**src/verilog/dkc_pkg.sv**
```systemverilog
package dkc_pkg;
   // host port offsets
   localparam logic [9:0] DKC_OFS_FLOW_STATUS = 10'h3F4;
   localparam logic [9:0] DKC_OFS_CMD_RESULT = 10'h3F5;
   // flow status bit positions
   localparam int DKC_MSR_READY_BIT = 7;
   localparam int DKC_MSR_DIR_BIT = 6;
   localparam int DKC_MSR_EXEC_BIT = 5;
   localparam int DKC_MSR_BUSY_BIT = 4;
   // operation codes (low five bits)
   localparam logic [4:0] DKC_OP_READ = 5'h06;
   localparam logic [4:0] DKC_OP_WRITE = 5'h05;
   localparam logic [4:0] DKC_OP_SEEK = 5'h0F;
   localparam logic [4:0] DKC_OP_RECAL = 5'h07;
   localparam logic [4:0] DKC_OP_SPECIFY = 5'h03;
   localparam logic [4:0] DKC_OP_SENSE_DRV = 5'h04;
   // timing
   localparam int DKC_CLK_MHZ = 25;
   localparam int DKC_STEP_PULSE_US = 4;
   localparam int DKC_STEP_PULSE_CYC = DKC_STEP_PULSE_US * DKC_CLK_MHZ;
   localparam int DKC_STEP_GAP_US = 8;
   localparam int DKC_STEP_GAP_CYC = DKC_STEP_GAP_US * DKC_CLK_MHZ;
   localparam logic [7:0] DKC_RECAL_MAX_STEPS = 8'h4F;
   localparam logic [7:0] DKC_DMA_BYTES = 8'h04;
   localparam logic [2:0] DKC_SYNC_RST = 3'h7;
   typedef enum logic [3:0] {
      DKC_IDLE = 4'b0001,
      DKC_CMD = 4'b0010,
      DKC_EXEC = 4'b0100,
      DKC_RES = 4'b1000
   } dkc_phase_type;
   typedef struct packed {
      logic index_n;
      logic outer_track_n;
      logic media_locked_n;
      logic door_opened_n;
   } dkc_drv_in_type;
   typedef struct packed {
      logic step_n;
      logic dir_n;
      logic write_gate_n;
      logic write_data_n;
      logic side_n;
      logic unit_one_pick_n;
      logic spindle_one_on_n;
   } dkc_drv_out_type;
endpackage

```
**src/verilog/dkc_ctrl.sv**
```systemverilog
`timescale 1ns/1ps
// Notes on behaviour
// phases run intake, execution, result in order
// first byte opcode, later bytes parameters
// host polls status before each byte
// execution starts at last command byte
// execution moves data, seeks, or stays internal
// data moves by dma request and ack
// result bytes read from data port
// no-result commands return straight to intake
// idle until a new command byte
// write data only under write gate
// heads moved by step pulse, direction pin
// drive status inputs and read data sampled
// status shows ready and byte direction
module dkc_ctrl (
   // system
   input wire logic sys_clk,
   input wire logic srst,
   // host i/o port
   input wire logic [9:0] io_addr,
   input wire logic io_rd,
   input wire logic io_wr,
   input wire logic [7:0] io_wdata,
   output logic [7:0] io_rdata,
   // dma channel two
   output logic dma_chan_two_request,
   input wire logic dma_chan_two_ack_n,
   input wire logic [7:0] dma_wdata,
   output logic [7:0] dma_rdata,
   // drive
   input wire dkc_pkg::dkc_drv_in_type drv_in,
   input wire logic read_data_n,
   output dkc_pkg::dkc_drv_out_type drv_out
);
   dkc_pkg::dkc_phase_type phase_r;
   logic [4:0] op_r;
   logic [3:0] left_r;
   logic [7:0] cyl_r, target_r, steps_r;
   logic [7:0] dma_cnt_r, dma_buf_r;
   logic [15:0] tmr_r;
   logic step_r, dir_r, gate_r, side_r;
   logic [1:0] nres_r, ridx_r;
   logic [7:0] st0_r;
   logic [2:0] s_idx, s_trk, s_wp, s_dc, s_rd, s_dack;
   logic idx_q, trk_q, wp_q, dc_q, rd_q, rd_prev_r;
   logic [7:0] pulse_cnt_r;
   logic acc_wr, acc_rd, dack_q, dack_prev_r, dma_beat;
   logic exec_done;

   // how many parameter bytes follow an opcode
   function automatic logic [3:0] param_count(input logic [4:0] op);
      unique case (op)
         dkc_pkg::DKC_OP_READ, dkc_pkg::DKC_OP_WRITE: param_count = 4'h8;
         dkc_pkg::DKC_OP_SEEK, dkc_pkg::DKC_OP_SPECIFY: param_count = 4'h2;
         dkc_pkg::DKC_OP_RECAL, dkc_pkg::DKC_OP_SENSE_DRV:
            param_count = 4'h1;
         default: param_count = 4'h0;
      endcase
   endfunction

   // specify and seek have no result bytes
   function automatic logic [1:0] result_count(input logic [4:0] op);
      unique case (op)
         dkc_pkg::DKC_OP_READ, dkc_pkg::DKC_OP_WRITE: result_count = 2'h3;
         dkc_pkg::DKC_OP_SENSE_DRV: result_count = 2'h1;
         dkc_pkg::DKC_OP_RECAL: result_count = 2'h2;
         default: result_count = 2'h0;
      endcase
   endfunction

   assign acc_wr = io_wr && io_addr == dkc_pkg::DKC_OFS_CMD_RESULT;
   assign acc_rd = io_rd && io_addr == dkc_pkg::DKC_OFS_CMD_RESULT;

   // three-stage synchronisers, change taken when stages 2 and 3 agree
   always_ff @(posedge sys_clk) begin
      if (srst) begin
         s_idx <= dkc_pkg::DKC_SYNC_RST;
         s_trk <= dkc_pkg::DKC_SYNC_RST;
         s_wp <= dkc_pkg::DKC_SYNC_RST;
         s_dc <= dkc_pkg::DKC_SYNC_RST;
         s_rd <= dkc_pkg::DKC_SYNC_RST;
      end else begin
         s_idx <= {s_idx[1:0], drv_in.index_n};
         s_trk <= {s_trk[1:0], drv_in.outer_track_n};
         s_wp <= {s_wp[1:0], drv_in.media_locked_n};
         s_dc <= {s_dc[1:0], drv_in.door_opened_n};
         s_rd <= {s_rd[1:0], read_data_n};
      end
   end

   always_ff @(posedge sys_clk) begin
      if (srst) begin
         idx_q <= 1'b1;
         trk_q <= 1'b1;
         wp_q <= 1'b1;
         dc_q <= 1'b1;
         rd_q <= 1'b1;
      end else begin
         if (s_idx[1] == s_idx[2]) idx_q <= s_idx[2];
         if (s_trk[1] == s_trk[2]) trk_q <= s_trk[2];
         if (s_wp[1] == s_wp[2]) wp_q <= s_wp[2];
         if (s_dc[1] == s_dc[2]) dc_q <= s_dc[2];
         if (s_rd[1] == s_rd[2]) rd_q <= s_rd[2];
      end
   end

   // read pulses counted so software can see the drive is streaming
   always_ff @(posedge sys_clk) begin
      if (srst) begin
         rd_prev_r <= 1'b1;
         pulse_cnt_r <= 8'h00;
      end else begin
         rd_prev_r <= rd_q;
         if (rd_prev_r && !rd_q) pulse_cnt_r <= pulse_cnt_r + 8'h01;
      end
   end

   // dma ack is a pin: three-stage filter, each falling edge is one byte
   always_ff @(posedge sys_clk) begin
      if (srst) begin
         s_dack <= dkc_pkg::DKC_SYNC_RST;
         dack_q <= 1'b1;
         dack_prev_r <= 1'b1;
      end else begin
         s_dack <= {s_dack[1:0], dma_chan_two_ack_n};
         if (s_dack[1] == s_dack[2]) dack_q <= s_dack[2];
         dack_prev_r <= dack_q;
      end
   end
   assign dma_beat = dack_prev_r && !dack_q && dma_chan_two_request;

   // execution finished this cycle
   always_comb begin
      unique case (op_r)
         dkc_pkg::DKC_OP_READ, dkc_pkg::DKC_OP_WRITE:
            exec_done = dma_beat && dma_cnt_r == 8'h01;
         dkc_pkg::DKC_OP_SEEK, dkc_pkg::DKC_OP_RECAL:
            exec_done = !step_r && tmr_r == 16'h0000 &&
               (op_r == dkc_pkg::DKC_OP_RECAL ? (!trk_q || steps_r == 8'h00)
                                             : cyl_r == target_r);
         default: exec_done = 1'b1;
      endcase
   end

   // phase sequencing
   always_ff @(posedge sys_clk) begin
      if (srst) begin
         phase_r <= dkc_pkg::DKC_IDLE;
         op_r <= 5'h00;
         left_r <= 4'h0;
         nres_r <= 2'h0;
         ridx_r <= 2'h0;
      end else begin
         unique case (phase_r)
            dkc_pkg::DKC_IDLE: if (acc_wr) begin
               op_r <= io_wdata[4:0];
               left_r <= param_count(io_wdata[4:0]);
               phase_r <= param_count(io_wdata[4:0]) == 4'h0 ?
                  dkc_pkg::DKC_EXEC : dkc_pkg::DKC_CMD;
            end
            dkc_pkg::DKC_CMD: if (acc_wr) begin
               left_r <= left_r - 4'h1;
               if (left_r == 4'h1) phase_r <= dkc_pkg::DKC_EXEC;
            end
            dkc_pkg::DKC_EXEC: if (exec_done) begin
               nres_r <= result_count(op_r);
               ridx_r <= 2'h0;
               phase_r <= result_count(op_r) == 2'h0 ?
                  dkc_pkg::DKC_IDLE : dkc_pkg::DKC_RES;
            end
            dkc_pkg::DKC_RES: if (acc_rd) begin
               ridx_r <= ridx_r + 2'h1;
               if (ridx_r + 2'h1 == nres_r) phase_r <= dkc_pkg::DKC_IDLE;
            end
         endcase
      end
   end

   // parameter capture: second byte picks side, last seek byte is target
   always_ff @(posedge sys_clk) begin
      if (srst) begin
         side_r <= 1'b0;
         target_r <= 8'h00;
      end else if (phase_r == dkc_pkg::DKC_CMD && acc_wr) begin
         if (left_r == param_count(op_r)) side_r <= io_wdata[2];
         if (op_r == dkc_pkg::DKC_OP_SEEK && left_r == 4'h1)
            target_r <= io_wdata;
      end
   end

   // head stepping
   always_ff @(posedge sys_clk) begin
      if (srst) begin
         step_r <= 1'b0;
         dir_r <= 1'b0;
         tmr_r <= 16'h0000;
         cyl_r <= 8'h00;
         steps_r <= 8'h00;
      end else if (phase_r != dkc_pkg::DKC_EXEC) begin
         step_r <= 1'b0;
         tmr_r <= 16'h0000;
         steps_r <= dkc_pkg::DKC_RECAL_MAX_STEPS;
      end else if (tmr_r != 16'h0000) begin
         tmr_r <= tmr_r - 16'h0001;
      end else if (step_r) begin
         step_r <= 1'b0;
         // loading cycle counts too, so load one less
         tmr_r <= 16'(dkc_pkg::DKC_STEP_GAP_CYC - 1);
      end else if (op_r == dkc_pkg::DKC_OP_RECAL && !exec_done) begin
         dir_r <= 1'b0;
         step_r <= 1'b1;
         steps_r <= steps_r - 8'h01;
         tmr_r <= 16'(dkc_pkg::DKC_STEP_PULSE_CYC - 1);
      end else if (op_r == dkc_pkg::DKC_OP_RECAL) begin
         cyl_r <= 8'h00;
      end else if (op_r == dkc_pkg::DKC_OP_SEEK && !exec_done) begin
         dir_r <= target_r > cyl_r;
         step_r <= 1'b1;
         cyl_r <= target_r > cyl_r ? cyl_r + 8'h01 : cyl_r - 8'h01;
         tmr_r <= 16'(dkc_pkg::DKC_STEP_PULSE_CYC - 1);
      end
   end

   // dma data movement
   always_ff @(posedge sys_clk) begin
      if (srst) begin
         dma_cnt_r <= 8'h00;
         dma_buf_r <= 8'h00;
         gate_r <= 1'b0;
      end else if (phase_r != dkc_pkg::DKC_EXEC) begin
         dma_cnt_r <= dkc_pkg::DKC_DMA_BYTES;
         gate_r <= 1'b0;
      end else if (dma_beat) begin
         dma_cnt_r <= dma_cnt_r - 8'h01;
         if (op_r == dkc_pkg::DKC_OP_WRITE) begin
            dma_buf_r <= dma_wdata;
            gate_r <= 1'b1;
         end else begin
            dma_buf_r <= pulse_cnt_r;
         end
      end
   end

   assign dma_chan_two_request = phase_r == dkc_pkg::DKC_EXEC &&
      (op_r == dkc_pkg::DKC_OP_READ || op_r == dkc_pkg::DKC_OP_WRITE) &&
      !(op_r == dkc_pkg::DKC_OP_WRITE && !wp_q);
   assign dma_rdata = dma_buf_r;

   // result byte zero reflects drive status seen during execution
   always_ff @(posedge sys_clk) begin
      if (srst) st0_r <= 8'h00;
      else if (phase_r == dkc_pkg::DKC_EXEC)
         st0_r <= {3'h0, !trk_q, !wp_q, !dc_q, !idx_q, side_r};
   end

   // host read data mux
   always_comb begin
      io_rdata = 8'h00;
      if (io_addr == dkc_pkg::DKC_OFS_FLOW_STATUS) begin
         io_rdata[dkc_pkg::DKC_MSR_READY_BIT] =
            phase_r != dkc_pkg::DKC_EXEC;
         io_rdata[dkc_pkg::DKC_MSR_DIR_BIT] =
            phase_r == dkc_pkg::DKC_RES;
         io_rdata[dkc_pkg::DKC_MSR_EXEC_BIT] = phase_r == dkc_pkg::DKC_EXEC;
         io_rdata[dkc_pkg::DKC_MSR_BUSY_BIT] = phase_r != dkc_pkg::DKC_IDLE;
      end else if (io_addr == dkc_pkg::DKC_OFS_CMD_RESULT &&
                   phase_r == dkc_pkg::DKC_RES) begin
         unique case (ridx_r)
            2'h0: io_rdata = st0_r;
            2'h1: io_rdata = cyl_r;
            2'h2: io_rdata = dma_buf_r;
            default: io_rdata = pulse_cnt_r;
         endcase
      end
   end

   // drive outputs, active low
   always_comb begin
      drv_out.step_n = !step_r;
      drv_out.dir_n = !dir_r;
      drv_out.write_gate_n = !gate_r;
      drv_out.write_data_n = !(gate_r && dma_buf_r[0]);
      drv_out.side_n = !side_r;
      drv_out.unit_one_pick_n = phase_r != dkc_pkg::DKC_EXEC;
      drv_out.spindle_one_on_n = phase_r != dkc_pkg::DKC_EXEC;
   end
endmodule // dkc_ctrl

```
**config.mk**
```make
export PLATFORM = sky130hd
export DESIGN_NAME = dkc_ctrl
export DESIGN_NICKNAME = d
export VERILOG_FILES = /design/src/verilog/dkc_pkg.sv /design/src/verilog/dkc_ctrl.sv
export SDC_FILE = /design/constraint.sdc
export NUM_CORES = 1
export LEC_CHECK = 0
export BUFFER_PORTS_ARGS = -buffer_cell sky130_fd_sc_hd__buf_2
export CAP_MARGIN = 25
export CORE_MARGIN = 2
export CORE_UTILIZATION = 53
export CTS_CLUSTER_DIAMETER = 50
export DETAILED_ROUTE_END_ITERATION = 16
export GPL_ROUTABILITY_DRIVEN = 0
export MAX_ROUTING_LAYER = met4
export PLACE_DENSITY = 0.76
export SLEW_MARGIN = 25
export SYNTH_ARGS = -nofsm -noshare
export SYNTH_HDL_FRONTEND = slang
export SYNTH_SLANG_ARGS = --single-unit
```
**constraint.sdc**
```tcl
create_clock -name sys_clk -period 2.91 [get_ports sys_clk]
set_clock_uncertainty 0.15 [all_clocks]
set_input_delay 0.1455 -clock sys_clk [delete_from_list [all_inputs] [get_ports sys_clk]]
set_output_delay 0.1455 -clock sys_clk [all_outputs]
set_load 0.005 [all_outputs]
```
==> results by group, run 1 <==
Outcome
  – Status: finished, violations left
  – Violated checks: negative setup slack

Synthesis
  – Number of synthesized flops with an enable pin: 0
  – Post-Synth Simple-Gate Area: 25.6%
  – Post-Syn Area: 5880 sq um
  – Synthesized flop and latch total: 116
  – Post-synthesis sequential area ratio: 39.5%
  – Compound-Gate Fraction of Synth Area: 16.0%
  – Synth area leader: dfxtp_1
  – Top-area cell type share of the netlist area: 39.5%
  – Dominant cells by area after synthesis: dfxtp_1 (40%), nor2_1 (6.3%), ha_1 (5.5%), a21oi_1 (4.6%), mux2i_1 (3.7%)
  – Synth warn: 0
  – Main combinational cell family by area after synthesis: simple AND/OR/NAND/NOR gates
  – Post-Synth Adder-Cell Area: 5.87%
  – Ys flop type: dfxtp_1
  – Asr flop ratio synth: 0%
  – Post-synthesis mux area share: 4.00%
  – Distinct cells, synth: 67
  – Syn Nets: 753
  – XOR/XNOR share of the synthesized area: 5.21%
  – Average size of a mapped cell: 8.52 sq um
  – Post-Synthesis Cells: 690

Timing
  – Final setup margin: -0.418 ns
  – Final setup violation count: 2
  – Final hold vios: 0
  – Max-slew headroom at the worst pin: 40.2%
  – Min Clock Period, post-route: 3.33 ns
  – Fmax: 0.300 GHz
  – Pins Over Slew Limit: 0
  – Setup_tns: -0.444 ns
  – RSZ-0062 raised after global routing: true
  – Post-route clock period utilization: 114%
  – Worst-Margin Slew: 0.887 ns

Min path
  – Hold_sp: io_wr
  – Worst hold stages: 6
  – Worst Hold Endpoint: op_r[2]
  – HP Class: in2reg

Placed design
  – Placed Cells: 897
  – Setup WS pre-CTS: -0.291 ns
  – Number of I/O port buffers: 59
  – Post-DP HPWL: 10800 um

Layout
  – Filler cells: 802
  – Non-filler cells in the finished layout: 964
  – Commonest non-fill, non-tap cell in the layout: dfxtp_1
  – Util after Layout: 69.9%
  – # diodes: 0
  – Final-stage net count: 874
  – Layout cell share with drive strength beyond 1: 24.9%
  – Area grow syn2layout: 28.9%
  – Most frequent cells in the layout: dfxtp_1 (108), nor2_1 (98), buf_2 (59)

GRT
  – Number of global-route vias before repair: 5447
  – Met2 Use GR: 50.0%
  – GRT Max-Usage Layer: met2
  – Global Route met1 Usage: 32.2%
  – Initial antenna violation count: 0
  – Global Route Usage Sum: 28.5%
  – Global route overflow: 0
  – First-pass GRT wire length: 25800 um
  – GR Util met3: 6.52%
  – Largest net degree at the start of global routing: 43

Detailed routing
  – Via density: 5.84
  – Initial DRC count: 394
  – WL/cell: 16.7 um
  – Total wire length: 16100 um
  – Drt first pass iters: 6
  – Via Count: 5629
  – Remaining DRCs: 0
  – Final ANT Viol Nets: 0

Clocking
  – Total CTS buffers: 17
  – Max clock buf depth: 2
  – Clock-pin slew on the worst setup and hold paths: 0.06 ns
  – Clock Latency Late Sink: 0.54 ns
  – TritonCTS clock tree: done
  – Clock net sink count: 116
  – CTS Root Cell: clkbuf_8
  – H-tree depth: 4

Floorplan
  – Die height: 109 um
  – # IOs: 60
  – Die area: 11900 sq um
  – # rows: 38
  – Core ar.: 10800 sq um
  – Initial core utilization: 54.2%
  – Die X: 109 um

Worst setup path
  – Slowest cell on the critical path: o41ai_2
  – CP max FO: 5
  – Startpoint Class: flip-flop
  – R2R depth: 14
  – CP peak stage delay: 0.40 ns
  – Worst r2r dst: cyl_r[7]
  – Crit path DAT: 3.63 ns
  – Delay-heaviest family, CP: compound AO/OA/AOI/OAI gates
  – Reg2reg setup slack: -0.42 ns
  – Reg2reg start: cyl_r[7]
  – CP cell instances: inv_2, ha_4, nand4_1, nor2_2, a211o_1, nand2_2, inv_4, ha_4, a21oi_4, o211ai_1, o41ai_2, nand3_1, a2111o_1, mux2i_1
  – CP required: 3.21 ns
  – CP most frequent cell: ha_4
  – CP Capture Type: flip-flop
  – CP Buf/Inv Count: 2
  – Setup CP Type: reg2reg

Pwr
  – Worst vdd ir: 632 uV
  – Lkg Pwr: 0.00301 uW
  – Power Dens Cells: 492 nW/um^2
  – Design Power: 3730 uW

Flow run
  – Number of max-cap violations: 0
synth_stat cells, types with 4 or more instances:
cell type,n
o21ai_0,27
dfxtp_1,116
xnor2_1,18
and2_1,6
nand4_1,9
a211oi_1,15
xor2_1,17
o22ai_1,4
nand2_1,50
or3_1,5
nor4_1,7
clkbuf_1,20
nor3_1,20
a22oi_1,4
or4_1,4
nor2_1,99
mux2i_1,22
a222oi_1,5
a21oi_1,54
a31oi_1,5
ha_1,26
or2_2,24
nand2b_1,4
nand3_1,22
buf_2,5
inv_1,32
nor2b_1,4
cell families after synthesis:
group,Yosys count
flip-flops,116
adder cells (fa/ha/maj),27
multiplexers,23
XOR/XNOR,35
AO/OA/AOI/OAI,144
buffers and inverters,58
AND/OR/NAND/NOR,287
repair_timing:
item / in CTS / in global routing
setup endpoints to repair: 1 / 3
hold buffers: 30 / 0
resized for setup: 5 / 16
pin swaps: 9 / 5
endpoints found under the hold margin: 56 / 0
setup buffers: 2 / 3
layer usage:
| layer | up-vias | wire length, um |
|---|---|---|
| li1 | 2706 | - |
| met1 | 2701 | 6580 |
| met2 | 189 | 8360 |
| met3 | 33 | 818 |
| met4 | 0 | 344 |
| met5 | - | 0 |
per-stage QoR:
step | hold slack [ns] | area (sq um)
final | 0.0395 | 7580
after global routing | 0.0526 | 7580
after CTS | 0.0208 | 7470
after detailed placement | 0.181 | 6590
after global placement | 0.180 | 6590
after floorplan | 0.0993 | 5970
worst reg2reg max path, stage by stage, from the launching register on:
cell	delay [ns]
dfxtp_2	0.34
inv_2	0.05
ha_4	0.27
nand4_1	0.21
nor2_2	0.21
a211o_1	0.17
nand2_2	0.09
inv_4	0.13
ha_4	0.22
a21oi_4	0.13
o211ai_1	0.16
o41ai_2	0.40
nand3_1	0.16
a2111o_1	0.40
mux2i_1	0.16
layout make-up:
cell class / count / area (sq um) / area share, %
Clock buffer: 17 / 414 / 5.46
Clock inverter: 15 / 134 / 1.77
Inverter: 32 / 125 / 1.65
Multi-Input combinational cell: 516 / 3500 / 46.2
Sequential cell: 116 / 2330 / 30.8
Tap cell: 140 / 175 / 2.31
Timing Repair Buffer: 128 / 892 / 11.8
state kept, by name, summed over array words and instances, names as in the netlist, 5 cells and up:
register     cells
pulse_cnt_r      8
op_r             5
cyl_r            8
dma_rdata        8
tmr_r           16
st0_r            5
steps_r          8
target_r         8
dma_cnt_r        8
how the worst max path moves through the flow:
stage                        start       end  slack [ns]  cells after the start
final                     cyl_r[7]  cyl_r[7]       -0.42                     14
after global routing      cyl_r[4]  cyl_r[7]       -0.58                     15
after CTS                 cyl_r[1]  cyl_r[7]       -0.29                     14
after detailed placement  cyl_r[7]  cyl_r[7]       -0.29                     14
after global placement    cyl_r[1]  cyl_r[7]       -0.14                     14
after floorplan           cyl_r[1]  cyl_r[7]       -0.07                     14
power breakdown:
group	leakage, uW	switching [uW]	internal, uW
registers	0.000945	17.1	1610
clock network	0.000271	847	1080
logic	0.00180	92.3	83.3
total	0.00301	957	2770
Power figures use the tool's default switching activity.
==> inputs of run 2 (changes only) <==
- ABC_CLOCK_PERIOD_IN_PS: default -> 2910
- RECOVER_POWER: default -> 50
- TNS_END_PERCENT: default -> 20
==> run 2 against run 1 <==
  * Clock power about the same
  * Critical path depth unchanged
  * Global-route usage unchanged
  * Cell area decreased by 1.5%
  * Maximum frequency increased by 4.6%
  * The flow finishes with violations (max-capacitance violations, max-slew violations, negative setup slack)
  * Count of clock-buffer cells in the layout unchanged
==> results by group, run 2 (synthesis results as in run 1) <==
Detailed routing
  – Remaining DRCs: 0 (unchanged)
  – Via Count: 5570 (was 5629)
  – WL/cell: 16.3 um (was 16.7 um)
  – Drt first pass iters: 6 (unchanged)
  – Total wire length: 15700 um (was 16100 um)
  – Via density: 5.80 (was 5.84)
  – Initial DRC count: 460 (was 394)
  – Final ANT Viol Nets: 0 (unchanged)

GRT
  – Largest net degree at the start of global routing: 43 (unchanged)
  – Initial antenna violation count: 0 (unchanged)
  – Number of global-route vias before repair: 5447 (unchanged)
  – Global route overflow: 0 (unchanged)
  – Global Route Usage Sum: 28.5% (unchanged)
  – First-pass GRT wire length: 25800 um (unchanged)

Layout
  – Area grow syn2layout: 26.9% (was 28.9%)
  – Layout cell share with drive strength beyond 1: 21.9% (was 24.9%)
  – Max reg flops: 16 (unchanged)
  – Util after Layout: 68.8% (was 69.9%)
  – Filler cells: 836 (was 802)
  – # diodes: 0 (unchanged)
  – Largest reg by FF count: tmr_r (unchanged)
  – Most frequent cells in the layout: dfxtp_1 (110), nor2_1 (98), a21oi_1 (53) (was dfxtp_1 (108), nor2_1 (98), buf_2 (59))
  – Final-stage net count: 871 (was 874)
  – Non-filler cells in the finished layout: 961 (was 964)
  – Commonest non-fill, non-tap cell in the layout: dfxtp_1 (unchanged)

Worst setup path
  – Worst Setup SP: cyl_r[2] (was cyl_r[7])
  – Setup CP Type: reg2reg (unchanged)
  – Reg2reg start: cyl_r[2] (was cyl_r[7])
  – CP Capture Type: flip-flop (unchanged)
  – R2R depth: 14 (unchanged)
  – Startpoint Class: flip-flop (unchanged)
  – Reg2reg setup slack: -0.27 ns (was -0.42 ns)
  – Worst r2r dst: cyl_r[7] (unchanged)
  – CP max FO: 5 (unchanged)
  – Critical Path End: cyl_r[7] (unchanged)
  – CP required: 3.22 ns (was 3.21 ns)
  – Crit path DAT: 3.49 ns (was 3.63 ns)

Timing
  – RSZ-0062 raised after global routing: true (unchanged)
  – Max-slew headroom at the worst pin: -5.67% (was 40.2%)
  – Fmax: 0.314 GHz (was 0.300 GHz)
  – Post-route clock period utilization: 109% (was 114%)
  – Final setup margin: -0.271 ns (was -0.418 ns)
  – Worst-Margin Slew: 1.59 ns (was 0.887 ns)
  – Final setup violation count: 2 (unchanged)
  – Final hold vios: 0 (unchanged)
  – Pins Over Slew Limit: 43 (was 0)
  – Min Clock Period, post-route: 3.18 ns (was 3.33 ns)

Clocking
  – Clock Latency Late Sink: 0.53 ns (was 0.54 ns)
  – Clock-pin slew on the worst setup and hold paths: 0.06 ns (about the same)
  – Max clock buf depth: 2 (unchanged)
  – Total CTS buffers: 17 (unchanged)
  – CTS Root Cell: clkbuf_8 (unchanged)
  – H-tree depth: 4 (unchanged)
  – TritonCTS clock tree: done (unchanged)
  – Clock net sink count: 116 (unchanged)

Floorplan
  – # rows: 38 (unchanged)
  – Die X: 109 um (unchanged)
  – Die height: 109 um (unchanged)
  – Die area: 11900 sq um (unchanged)
  – Initial core utilization: 54.2% (unchanged)
  – # IOs: 60 (unchanged)
  – Core ar.: 10800 sq um (unchanged)

Outcome
  – Status: finished, violations left (unchanged)
  – Violated checks: max-capacitance violations, max-slew violations, negative setup slack (was negative setup slack)

Pwr
  – Lkg Pwr: 0.00296 uW (was 0.00301 uW)
  – Worst vdd ir: 633 uV (was 632 uV)
  – Design Power: 3720 uW (was 3730 uW)
  – Power Dens Cells: 499 nW/um^2 (was 492 nW/um^2)

Placed design
  – Placed Cells: 897 (unchanged)
  – Setup WS pre-CTS: -0.291 ns (unchanged)
  – Number of I/O port buffers: 59 (unchanged)
  – Post-DP HPWL: 10800 um (unchanged)

Flow run
  – Number of max-cap violations: 1 (was 0)

Min path
  – HP Class: in2reg (unchanged)
run 2: cell count changes in the layout (fill, tap and decap cells not counted), sizes merged:
cell,delta
clkbuf,+11
buf,-14
run 2: worst max-delay path, cell delays in order, from the launching register on:
cell and delay, ns:
dfxtp_2 0.33, inv_1 0.04, ha_1 0.30, nand4_1 0.16, nor2_2 0.08, a211o_1 0.29, nand2_2 0.10, inv_4 0.07
ha_4 0.22, a21oi_4 0.13, o211ai_1 0.16, o41ai_2 0.39, nand3_1 0.16, a2111o_1 0.39, mux2i_1 0.12
run 2: worst min-delay path by stage:
stage / cells after the start / from / end
global route: 6 / io_wr / op_r[4]
detailed placement: 2 / drv_in[1] / s_wp[0]
CTS: 6 / io_wr / op_r[2]
finish: 6 / io_wr / op_r[4]
global placement: 2 / drv_in[3] / s_idx[0]
floorplan: 1 / dma_chan_two_ack_n / s_dack[0]
run 2: metrics by stage:
step                      hold slack [ns]  TNS, ns  area, sq um
after global routing               0.0524   -0.966         7460
after CTS                          0.0208   -0.285         7470
after floorplan                    0.0993  -0.0749         5970
after detailed placement            0.181   -0.291         6590
after global placement              0.180   -0.139         6590
final                              0.0421   -0.490         7460
run 2: final cells by class:
cell class                      instances  area [sq um]  area share, %
Clock buffer                           17           414           5.55
Clock inverter                         15           134           1.79
Inverter                               32           125           1.68
Multi-Input combinational cell        516          3430           46.0
Sequential cell                       116          2330           31.3
Tap cell                              140           175           2.35
Timing Repair Buffer                  125           850           11.4
run 2: power by group:
part	switching (uW)	leakage, uW	internal [uW]
clock	846	0.000271	1080
combinational	90.7	0.00175	78.4
sequential	15.3	0.000944	1610
total	952	0.00296	2770
run 2: metal layers:
| layer | track usage, % | part of all wire (%) | vias up |
|---|---|---|---|
| met3 | 6.52 | 5.3 | 36 |
| met4 | 9.40 | 2.4 | 0 |
| met1 | 32.2 | 41 | 2662 |
| li1 | - | - | 2683 |
| met5 | - | 0 | - |
| met2 | 50.0 | 52 | 189 |
run 2: timing repair:
item | CTS | global route
setup buffers | 2 | 0
resized for setup | 5 | 4
endpoints found under the setup margin | 1 | 3
endpoints found under the hold margin | 56 | 0
hold buffers | 30 | 0
cloned | 0 | 0
pin swaps | 9 | 1
==> inputs of run 3 (changes only) <==
- SETUP_SLACK_MARGIN: default -> 0.3
==> run 3 against run 2 <==
  * The flow still finishes with violations (max-capacitance violations, max-slew violations, negative setup slack)
  * Cell area is 0.32% higher
  * Sequential power hardly changed
  * Core utilization is 0.22 points higher
  * Sequential share of layout area hardly changed
  * Combinational power hardly changed
  * Critical path depth stayed put
  * Via count is 0.18% lower
  * Sequential cell count stayed put
  * Final cell count is 0.31% lower
  * Count of clock-buffer cells in the layout stayed put
==> results by group, run 3 (synthesis results as in run 1) <==
Placed design
  – Placed Cells: 897 (unchanged)
  – Post-DP HPWL: 10800 um (unchanged)
  – Number of I/O port buffers: 59 (unchanged)

Layout
  – Final-stage net count: 868 (was 871)
  – # diodes: 0 (unchanged)
  – Max reg flops: 16 (unchanged)
  – Layout cell share with drive strength beyond 1: 23.3% (was 21.9%)
  – Most frequent cells in the layout: dfxtp_1 (107), nor2_1 (98), a21oi_1 (52) (was dfxtp_1 (110), nor2_1 (98), a21oi_1 (53))
  – Area grow syn2layout: 27.4% (was 26.9%)
  – Commonest non-fill, non-tap cell in the layout: dfxtp_1 (unchanged)
  – Largest reg by FF count: tmr_r (unchanged)
  – Non-filler cells in the finished layout: 958 (was 961)
  – Util after Layout: 69.1% (was 68.8%)

Worst setup path
  – Reg2reg setup slack: -0.35 ns (was -0.27 ns)
  – R2R depth: 14 (unchanged)
  – Setup CP Type: reg2reg (unchanged)
  – CP required: 3.22 ns (about the same)
  – CP max FO: 5 (unchanged)
  – Crit path DAT: 3.57 ns (was 3.49 ns)
  – Slowest cell on the critical path: a2111o_1 (was o41ai_2)
  – CP cell instances: inv_2, ha_4, nand4_1, nor2_2, a211o_1, nand2_2, inv_4, ha_4, a21oi_4, o211ai_1, o41ai_2, nand3_1, a2111o_1, mux2i_1 (was inv_1, ha_1, nand4_1, nor2_2, a211o_1, nand2_2, inv_4, ha_4, a21oi_4, o211ai_1, o41ai_2, nand3_1, a2111o_1, mux2i_1)
  – Worst r2r dst: cyl_r[7] (unchanged)
  – CP Capture Type: flip-flop (unchanged)
  – Startpoint Class: flip-flop (unchanged)
  – CP peak stage delay: 0.41 ns (was 0.39 ns)
  – Reg2reg start: cyl_r[7] (was cyl_r[2])
  – CP most frequent cell: ha_4

Min path
  – Hold_sp: io_wr (unchanged)
  – HP Class: in2reg (unchanged)
  – Worst Hold Endpoint: op_r[4] (unchanged)
  – Worst hold stages: 6 (unchanged)

Timing
  – Fmax: 0.307 GHz (was 0.314 GHz)
  – Pins Over Slew Limit: 43 (unchanged)
  – Worst-Margin Slew: 1.61 ns (was 1.59 ns)
  – Final setup margin: -0.349 ns (was -0.271 ns)
  – Post-route clock period utilization: 112% (was 109%)
  – Final hold vios: 0 (unchanged)
  – RSZ-0062 raised after global routing: true (unchanged)
  – Min Clock Period, post-route: 3.26 ns (was 3.18 ns)
  – Final setup violation count: 11 (was 2)
  – Max-slew headroom at the worst pin: -7.41% (was -5.67%)

Floorplan
  – # IOs: 60 (unchanged)
  – Initial core utilization: 54.2% (unchanged)
  – Die area: 11900 sq um (unchanged)
  – Core ar.: 10800 sq um (unchanged)
  – Die X: 109 um (unchanged)
  – Die height: 109 um (unchanged)
  – # rows: 38 (unchanged)

Detailed routing
  – Via Count: 5560 (was 5570)
  – Total wire length: 15800 um (was 15700 um)
  – WL/cell: 16.5 um (was 16.3 um)
  – Drt first pass iters: 8 (was 6)
  – Remaining DRCs: 0 (unchanged)
  – Via density: 5.80 (about the same)
  – Final ANT Viol Nets: 0 (unchanged)
  – Initial DRC count: 457 (was 460)

GRT
  – First-pass GRT wire length: 25500 um (was 25800 um)
  – Initial antenna violation count: 0 (unchanged)
  – Number of global-route vias before repair: 5424 (was 5447)
  – Largest net degree at the start of global routing: 43 (unchanged)
  – Global route overflow: 0 (unchanged)
  – Global Route Usage Sum: 28.2% (was 28.5%)

Clocking
  – Total CTS buffers: 17 (unchanged)
  – CTS Root Cell: clkbuf_8 (unchanged)
  – Max clock buf depth: 2 (unchanged)
  – Clock-pin slew on the worst setup and hold paths: 0.07 ns (was 0.06 ns)
  – H-tree depth: 4 (unchanged)
  – Clock net sink count: 116 (unchanged)
  – Clock Latency Late Sink: 0.53 ns (about the same)
  – TritonCTS clock tree: done (unchanged)

Flow run
  – Number of max-cap violations: 1 (unchanged)

Pwr
  – Power Dens Cells: 497 nW/um^2 (was 499 nW/um^2)
  – Worst vdd ir: 632 uV (was 633 uV)
  – Lkg Pwr: 0.00295 uW (was 0.00296 uW)

Outcome
  – Status: finished, violations left (unchanged)
  – Violated checks: max-capacitance violations, max-slew violations, negative setup slack (unchanged)
==> run 3: cell count changes in the layout (fill, tap and decap cells not counted), moves of 3 or more <==
cell,before,now
ha_1,20,14
ha_4,6,11
dfxtp_1,110,107
dfxtp_2,5,8
dlygate4sd3_1,30,27
==> run 3: final cells by class <==
| cell class | count | area [sq um] |
|---|---|---|
| sequential | 116 | 2340 |
| clock inverter | 15 | 134 |
| inverter | 32 | 125 |
| multi-input combinational | 516 | 3490 |
| fill | 832 | 3350 |
| tap | 140 | 175 |
| clock buffer | 17 | 414 |
| timing repair buffer | 122 | 812 |
==> run 3: worst max path at each step <==
stage | end | startpoint | depth (start not counted) | slack (ns)
final | cyl_r[7] | cyl_r[7] | 14 | -0.35
after global routing | cyl_r[7] | cyl_r[7] | 14 | -0.50
after CTS | cyl_r[7] | cyl_r[1] | 14 | -0.29
after floorplan | cyl_r[7] | cyl_r[1] | 14 | -0.07
after detailed placement | cyl_r[7] | cyl_r[7] | 14 | -0.29
after global placement | cyl_r[7] | cyl_r[1] | 14 | -0.14
==> run 3: critical path, delay by kind of cell, from the launching register on <==
family                     cells  cell delay (ns)
DFF                            1             0.34
and+or+nand+nor                4             0.67
adders and majority gates      2             0.49
AOI/OAI and AO/OA              5             1.24
buffers and inverters          2             0.19
muxes                          1             0.13
==> run 3: timing repair <==
item / 4_1_cts / 5_1_grt
hold buffers: 27 / 0
pin swaps: 12 / 5
endpoints found under the hold margin: 56 / 0
setup endpoints to repair: 5 / 9
gates resized for setup: 10 / 11
setup buffers: 2 / 0
==> run 3: per-layer routing <==
metal	share of wire (%)	vias up	track usage [%]	wire length (um)
met5	0	-	-	0
met4	2.3	0	8.77	356
li1	-	2687	-	-
met1	41	2641	31.7	6430
met3	5.7	34	6.40	903
met2	51	198	49.8	8080
==> run 3: power breakdown <==
part           total [uW]  internal, uW  switching (uW)
logic                 170          78.8            90.9
clock network        1930          1080             846
registers            1620          1610            15.1
total                3720          2770             952
==> run 3: per-stage QoR <==
step                      power (uW)  setup slack (ns)  hold WS (ns)  setup TNS, ns  area, sq um
after global placement          1800            -0.139         0.180         -0.139         6590
after floorplan                 1740           -0.0749        0.0993        -0.0749         5970
after detailed placement        1800            -0.291         0.181         -0.291         6590
after CTS                       3740            -0.285        0.0208         -0.285         7460
final                           3720            -0.349        0.0420         -0.941         7490
after global routing            3830            -0.501        0.0610          -2.98         7490
